File: src/trfob_pkg.sv
/*
 * Shared constants and carrier types for the remote-channel result filter,
 * offset and beta-result block.
 * Assumes a byte-wide register port from the serial interface front end.
 */
package trfob_pkg;

    ////////////////////////////////////////////////////////////////////////
    // Register offsets
    localparam logic [7:0] ADDR_OFFSET_CODE = 8'h16;
    localparam logic [7:0] ADDR_OFFSET_EN = 8'h17;
    localparam logic [7:0] ADDR_AVG_EN = 8'h18;
    localparam logic [7:0] ADDR_BETA_EN = 8'h19;
    localparam logic [7:0] ADDR_BETA_CH1 = 8'h1a;
    localparam logic [7:0] ADDR_BETA_CH2 = 8'h1b;
    localparam logic [7:0] ADDR_BETA_CH3 = 8'h1c;

    ////////////////////////////////////////////////////////////////////////
    // Reset values and field layout
    localparam logic [7:0] RST_OFFSET_CODE = 8'h77;
    localparam logic [7:0] RST_ENABLES = 8'h00;
    localparam logic [3:0] RST_BETA_CODE = 4'h0;
    localparam logic [7:0] CHAN_EN_MASK = 8'h0e;
    localparam int CHAN_FIRST = 1;
    localparam int CHAN_LAST = 3;
    localparam logic [3:0] BETA_FAULT_CODE = 4'hf;
    localparam logic [15:0] FAULT_TEMP = 16'h0000;

    ////////////////////////////////////////////////////////////////////////
    // Offset arithmetic: code in 1/8 degree, temperature in 1/256 degree
    localparam logic signed [15:0] OFFSET_BIAS = 16'sh0077;
    localparam int OFFSET_SHIFT = 5;
    localparam logic [2:0] HIST_DEPTH = 3'h4;

    ////////////////////////////////////////////////////////////////////////
    // Carrier types
    typedef struct packed {
        logic valid;
        logic [1:0] chan;
        logic [15:0] raw;
    } trfob_conv_t;

    typedef struct packed {
        logic valid;
        logic [1:0] chan;
        logic [3:0] code;
        logic low;
    } trfob_beta_t;

    typedef struct packed {
        logic wrEn;
        logic rdEn;
        logic [7:0] addr;
        logic [7:0] wrData;
    } trfob_reg_t;

endpackage

File: src/trfob_core.sv
/*
 * Result post-processing for the three remote channels: averaging filter,
 * programmable offset, beta-compensation enables and beta result codes.
 * Assumes conversion and beta-measurement results arrive as one-cycle
 * pulses in the core_clk domain, and a register front end that issues
 * single-cycle read and write strobes.
 */
// Function
// RULE1: filtered result is mean of last four
// RULE2: one-shot results averaged like continuous ones
// RULE3: enabling filter keeps held value unchanged
// RULE4: filter enables in bits 3:1, rest zero
// RULE5: beta enables in bits 3:1, reset zero
// RULE6: beta code 4 bits, F means fault
// RULE7: offset is code/8 minus 14.875 degrees
// RULE8: offset code resets to 77h
// RULE9: offset enables per channel in bits 3:1
// RULE10: highest-temperature path sees un-offset results
// RULE11: low beta skips channel, faults, loads zero
// RULE12: beta enable changes affect later conversions only
// RULE13: four-deep history, partial average until full
`timescale 1ns/1ns
module trfob_core #(
    parameter int TEMP_W = 16
) (
    // Clock, reset and enable
    input wire logic core_clk,
    input wire logic rst_n,
    input wire logic ce,
    // Register port
    input wire trfob_pkg::trfob_reg_t regReq,
    output logic [7:0] regRdData,
    // Conversion events
    input wire logic [3:1] convStart,
    input wire trfob_pkg::trfob_conv_t conv,
    input wire trfob_pkg::trfob_beta_t beta,
    // Results
    output logic [3:1][TEMP_W-1:0] tempOut,
    output logic [3:1][TEMP_W-1:0] highCmpTemp,
    output logic [3:1] diodeFault,
    output logic [3:1] betaCompActive
);

    ////////////////////////////////////////////////////////////////////////
    // Register read decode, used only by the read data register
    function automatic logic [7:0] readMux(
        input logic [7:0] a,
        input logic [7:0] offCode,
        input logic [7:0] offEn,
        input logic [7:0] avgEn,
        input logic [7:0] betaEn,
        input logic [3:1][3:0] codes
    );
        case (a)
            trfob_pkg::ADDR_OFFSET_CODE: readMux = offCode;
            trfob_pkg::ADDR_OFFSET_EN: readMux = offEn;
            trfob_pkg::ADDR_AVG_EN: readMux = avgEn;
            trfob_pkg::ADDR_BETA_EN: readMux = betaEn;
            trfob_pkg::ADDR_BETA_CH1: readMux = {4'h0, codes[1]};
            trfob_pkg::ADDR_BETA_CH2: readMux = {4'h0, codes[2]};
            trfob_pkg::ADDR_BETA_CH3: readMux = {4'h0, codes[3]};
            default: readMux = 8'h00;
        endcase
    endfunction

    // Average of the filled part of the history
    // Halves and quarters are arithmetic shifts and floor; thirds divide
    // and truncate toward zero, so negative means round differently
    function automatic logic [TEMP_W-1:0] avgOf(
        input logic signed [TEMP_W+1:0] s,
        input logic [2:0] n
    );
        case (n)
            3'h2: avgOf = TEMP_W'(s >>> 1);
            3'h3: avgOf = TEMP_W'(s / 3);
            3'h4: avgOf = TEMP_W'(s >>> 2);
            default: avgOf = TEMP_W'(s);
        endcase
    endfunction

    ////////////////////////////////////////////////////////////////////////
    // Configuration registers
    logic [7:0] offsetCode, next_offsetCode;
    logic [7:0] offsetEn, next_offsetEn;
    logic [7:0] avgEn, next_avgEn;
    logic [7:0] betaEn, next_betaEn;
    logic [7:0] next_regRdData;
    logic [3:1][3:0] betaCode, next_betaCode;

    // Software writes; reserved bits forced to zero
    always_comb begin
        next_offsetCode = offsetCode;
        next_offsetEn = offsetEn;
        next_avgEn = avgEn;
        next_betaEn = betaEn;
        if (regReq.wrEn) begin
            case (regReq.addr)
                trfob_pkg::ADDR_OFFSET_CODE: next_offsetCode = regReq.wrData; // RULE7
                trfob_pkg::ADDR_OFFSET_EN: next_offsetEn = regReq.wrData & trfob_pkg::CHAN_EN_MASK; // RULE9
                trfob_pkg::ADDR_AVG_EN: next_avgEn = regReq.wrData & trfob_pkg::CHAN_EN_MASK; // RULE4
                trfob_pkg::ADDR_BETA_EN: next_betaEn = regReq.wrData & trfob_pkg::CHAN_EN_MASK; // RULE5
                default: next_offsetCode = offsetCode;
            endcase
        end
        next_regRdData = regReq.rdEn
            ? readMux(regReq.addr, offsetCode, offsetEn, avgEn, betaEn, betaCode)
            : regRdData;
    end

    // Register the configuration; beta codes live with channel state
    always_ff @(posedge core_clk) begin
        if (!rst_n) begin
            offsetCode <= trfob_pkg::RST_OFFSET_CODE; // RULE8
            offsetEn <= trfob_pkg::RST_ENABLES;
            avgEn <= trfob_pkg::RST_ENABLES;
            betaEn <= trfob_pkg::RST_ENABLES;
            regRdData <= 8'h00;
        end else if (ce) begin
            offsetCode <= next_offsetCode;
            offsetEn <= next_offsetEn;
            avgEn <= next_avgEn;
            betaEn <= next_betaEn;
            regRdData <= next_regRdData;
        end
    end

    ////////////////////////////////////////////////////////////////////////
    // Per-channel history, held raw result and beta state
    logic [3:1][3:0][TEMP_W-1:0] hist, next_hist;
    logic [3:1][2:0] fill, next_fill;
    logic [3:1][TEMP_W-1:0] rawHeld, next_rawHeld;
    logic [3:1] avgPrev;
    logic [3:1] next_fault, next_betaActive;
    logic [3:1][TEMP_W-1:0] next_tempOut;
    logic signed [TEMP_W-1:0] offsetVal;

    // Applied offset in 1/256 degree units; code 77h gives zero
    assign offsetVal = TEMP_W'(($signed({8'h00, offsetCode}) - trfob_pkg::OFFSET_BIAS)
                        <<< trfob_pkg::OFFSET_SHIFT); // RULE7

    // Channel update; the conversion path never looks at the one-shot bit
    always_comb begin
        logic signed [TEMP_W+1:0] sum;
        logic [3:0][TEMP_W-1:0] h;
        logic [2:0] f;
        sum = '0;
        h = '0;
        f = 3'h0;
        next_hist = hist;
        next_fill = fill;
        next_rawHeld = rawHeld;
        next_betaCode = betaCode;
        next_fault = 3'b000;
        next_betaActive = betaCompActive;
        for (int c = trfob_pkg::CHAN_FIRST; c <= trfob_pkg::CHAN_LAST; c++) begin
            h = hist[c];
            f = fill[c];
            // Fresh start on enable; held value untouched
            if (avgEn[c] && !avgPrev[c]) begin
                h = '0; // RULE3
                f = 3'h0; // RULE13
            end
            // Snapshot at conversion start only
            if (convStart[c]) begin
                next_betaActive[c] = betaEn[c]; // RULE12
            end
            if (beta.valid && beta.chan == 2'(c)) begin
                if (beta.low && betaCompActive[c]) begin
                    next_betaCode[c] = trfob_pkg::BETA_FAULT_CODE; // RULE6
                    next_rawHeld[c] = trfob_pkg::FAULT_TEMP; // RULE11
                    next_fault[c] = 1'b1; // RULE11
                end else begin
                    next_betaCode[c] = beta.code; // RULE6
                end
            end
            if (conv.valid && conv.chan == 2'(c)) begin
                if (avgEn[c]) begin
                    h = {h[2:0], conv.raw}; // RULE2
                    if (f != trfob_pkg::HIST_DEPTH) begin
                        f = f + 3'h1; // RULE13
                    end
                    sum = 18'($signed(h[0])) + 18'($signed(h[1]))
                        + 18'($signed(h[2])) + 18'($signed(h[3]));
                    next_rawHeld[c] = avgOf(sum, f); // RULE1
                end else begin
                    next_rawHeld[c] = conv.raw;
                end
            end
            next_hist[c] = h;
            next_fill[c] = f;
            // Offset only on the reported path
            next_tempOut[c] = offsetEn[c] ? TEMP_W'(rawHeld[c] + offsetVal) : rawHeld[c]; // RULE9
        end
    end

    // Register channel state; outputs lag the held raw value by a cycle
    always_ff @(posedge core_clk) begin
        if (!rst_n) begin
            hist <= '0;
            fill <= '0;
            rawHeld <= '0;
            betaCode <= {3{trfob_pkg::RST_BETA_CODE}};
            avgPrev <= 3'b000;
            diodeFault <= 3'b000;
            betaCompActive <= 3'b000;
            tempOut <= '0;
            highCmpTemp <= '0;
        end else if (ce) begin
            hist <= next_hist;
            fill <= next_fill;
            rawHeld <= next_rawHeld;
            betaCode <= next_betaCode;
            avgPrev <= avgEn[3:1];
            diodeFault <= next_fault;
            betaCompActive <= next_betaActive;
            tempOut <= next_tempOut;
            highCmpTemp <= rawHeld; // RULE10
        end
    end
endmodule

File: config.mk
export PLATFORM = sky130hd
export DESIGN_NAME = trfob_core
export DESIGN_NICKNAME = d
export VERILOG_FILES = /design/src/trfob_pkg.sv /design/src/trfob_core.sv
export SDC_FILE = /design/constraint.sdc
export NUM_CORES = 2
export LEC_CHECK = 0
export ABC_AREA = 0
export BUFFER_PORTS_ARGS = -buffer_cell sky130_fd_sc_hd__buf_2
export CORE_MARGIN = 5
export CORE_UTILIZATION = 50
export CTS_CLUSTER_DIAMETER = 100
export DETAILED_ROUTE_END_ITERATION = 10
export PLACE_DENSITY = 0.67
export SLEW_MARGIN = 30
export SYNTH_ARGS = -nofsm -noshare
export SYNTH_HDL_FRONTEND = slang
export SYNTH_SLANG_ARGS = --single-unit
File: constraint.sdc
create_clock -name core_clk -period 16.6 [get_ports core_clk]
set_input_delay 2.49 -clock core_clk [delete_from_list [all_inputs] [get_ports core_clk]]
set_output_delay 2.49 -clock core_clk [all_outputs]
set_load 0.05 [all_outputs]
==> metrics <==
outcome complete, no violations; Max Root-Sink Buffers 3; Port Buf Inserts 160; Yosys top cell by area dfxtp_1; Setup crit start kind input pin; Root Buffer clkbuf_16; top-count cell post-synth nand2_1; via count 29494; max_slew headroom 0.301; Setup TNS 0 ns; Hold Vio Cnt, Final 0; initial antenna violation count 4; most area-consuming cells after synthesis dfxtp_1 22%, fa_1 6.9%, nand2_1 6.0%; Vias/cell 6.28; CP endpoint kind register; final setup margin 3.24 ns; Clk pin slew, worst setup/hold paths 0.06 ns; # rows 89; nets 4139; die area 0.0641 mm²; Net Count, Synth 4134; CTS Sinks 328; PostCTS Resize Cnt 0; Crit path top cell by count nand2_1; Reg2Reg Depth 39; final setup fails 0; Total Routing Usage GR 0.286; remaining routing DRC violations 0; router iterations before antenna repair 7; WP data required around 17 ns; min Tclk post-route approximately 13 ns; share of cells above drive strength 1 0.108; Max Transition Viols Final 0; critical path class input pin to register; Critical Path Max Stage Delay 0.69 ns; r2r endpoint rawHeld[24]; Synth Instances 3884; setup repair bufs after CTS 0; Synth top cells by count 473 x nand2_1, 343 x a21oi_1, 328 x dfxtp_1, 322 x nor2_1, 237 x o21ai_0; CTS tree done; Avg Inst Size Synth 7.61 µm²; Die H between 200 and 300 µm; final hold slack approximately 0.46 ns; Power Dens Cells 147 mW/mm²; crit path DAT 13.86 ns; global-route wire length before repair 150 mm; synth unique cells 112; CTS buffer count between 40 and 50; total core area 0.0588 mm²; pre-CTS setup slack 2.92 ns; skew final roughly 0.024 ns; Static Leak 13.3 nW; H-tree levels 2; RR Startpoint avgPrev[2]; final WL 96.9 mm; Die Wd 253 µm; P&R area growth vs syn 9.10%; Clock Latency Late Sink 0.58 ns; highest clock rate 0.0749 GHz; Post-synth EDFFs 0; Critical Path Start conv[1]; Final ANT Viol Nets 0; final HPWL from detailed placement 71.5 mm; max-cap violation count 0; peak fanout along the critical path 17; worst hold path class register to register; HP Start regRdData[6]; hold path cells 2; largest net degree at the start of global routing 168; worst-margin pin slew between 1 and 1.5 ns; WL/cell 20.6 µm; reg-to-reg slack, setup 4.37 ns; Seq/Total Area, Yosys 0.222; hold path endpoint regRdData[6]; Area after DPL roughly 0.031 mm²; Tot Pwr roughly 4.8 mW; Starting DRT DRC Count 2907; # fillers ~5600; Initial Utilization 0.503; total grt overflow 0; RSZ-0062 raised after global routing false; asr flop ratio synth 0; Ports between 150 and 200; Top FF cell, synth dfxtp_1; period utilization 0.805; Yosys reg bits 328; Ys Warns 0; vias in the first global route ~26000; Critical-path top delay cell xnor2_1; post-synth top area share 0.222; Hold-fix buffers, CTS 0; Placer Congestion 0.948; synthesized cell area between 0.02 and 0.03 mm²; final instance area between 0.03 and 0.04 mm²; Max VDD drop 159 µV
[routing by layer]
metal / share of wire / global-route usage
met5: 0.00017 / 0
met1: 0.44 / 0.408
met4: 0.031 / 0.0844
met2: 0.43 / 0.434
met3: 0.099 / 0.0662
[cells by family (layout without fill, tap and decap cells)]
kind of cell | Yosys count | in the layout | synth area share
AND/OR/NAND/NOR | 1324 | 1324 | 0.212
XOR/XNOR | 186 | 186 | 0.0560
buffers and inverters | 427 | 461 | 0.0573
flip-flops | 328 | 328 | 0.222
other | 0 | 4 | 0
multiplexers | 139 | 139 | 0.0491
adder cells (fa/ha/maj) | 202 | 202 | 0.111
AO/OA/AOI/OAI | 1278 | 1278 | 0.292
[layout make-up]
| class | count | area, µm² | area share |
|---|---|---|---|
| Sequential cell | 328 | 6570 | 0.204 |
| Antenna cell | 4 | 10.0 | 0.000310 |
| Clock buffer | 58 | 1200 | 0.0373 |
| Tap cell | 773 | 967 | 0.0300 |
| Timing Repair Buffer | 220 | 1310 | 0.0407 |
| Multi-Input combinational cell | 3129 | 21400 | 0.663 |
| Inverter | 168 | 631 | 0.0196 |
| Clock inverter | 15 | 170 | 0.00528 |
[placed cells by master (no fill, tap or decap), types with 44 or more instances in the layout]
| cell | instances |
|---|---|
| xnor2_1 | 119 |
| nor3_1 | 64 |
| o211ai_1 | 45 |
| a21oi_1 | 343 |
| dfxtp_1 | 328 |
| a211oi_1 | 61 |
| fa_1 | 102 |
| xor2_1 | 61 |
| inv_1 | 166 |
| nand2_1 | 473 |
| mux2i_1 | 119 |
| nor2b_1 | 133 |
| a22oi_1 | 108 |
| a21o_1 | 44 |
| o21ai_0 | 237 |
| buf_4 | 57 |
| a31oi_1 | 48 |
| ha_1 | 97 |
| buf_2 | 158 |
| nor2_1 | 317 |
| nand3_1 | 90 |
[how the worst max path moves through the flow]
stage / endpoint / cells after the start
2_1_floorplan: rawHeld[24] / 41
3_3_place_gp: rawHeld[24] / 38
3_5_place_dp: rawHeld[24] / 38
4_1_cts: rawHeld[24] / 38
5_1_grt: rawHeld[24] / 38
6_report: rawHeld[24] / 38
[power breakdown]
part           leakage [nW]  internal, mW  switching [mW]  total (mW)
Clock                 0.665         0.540           0.379       0.919
Combinational          9.93          1.06            1.95        3.01
Sequential             2.66         0.805          0.0179       0.823
Total                  13.3          2.40            2.35        4.75
[critical path, delay by kind of cell]
family | cells | cell delay, ns
compound gates | 11 | 2.73
xor+xnor | 1 | 0.69
fa+ha+maj | 6 | 2.34
buf+inv | 4 | 0.46
mux | 1 | 0.56
simple gates | 15 | 4.57
[stage by stage]
step                      utilization  instances
after global placement          0.524       4617
after detailed placement        0.524       4617
after CTS                       0.547       4690
final                           0.548       4695
after global routing            0.548       4693
after floorplan                     -       3884
No activity file was read; power rests on OpenSTA's default activity.
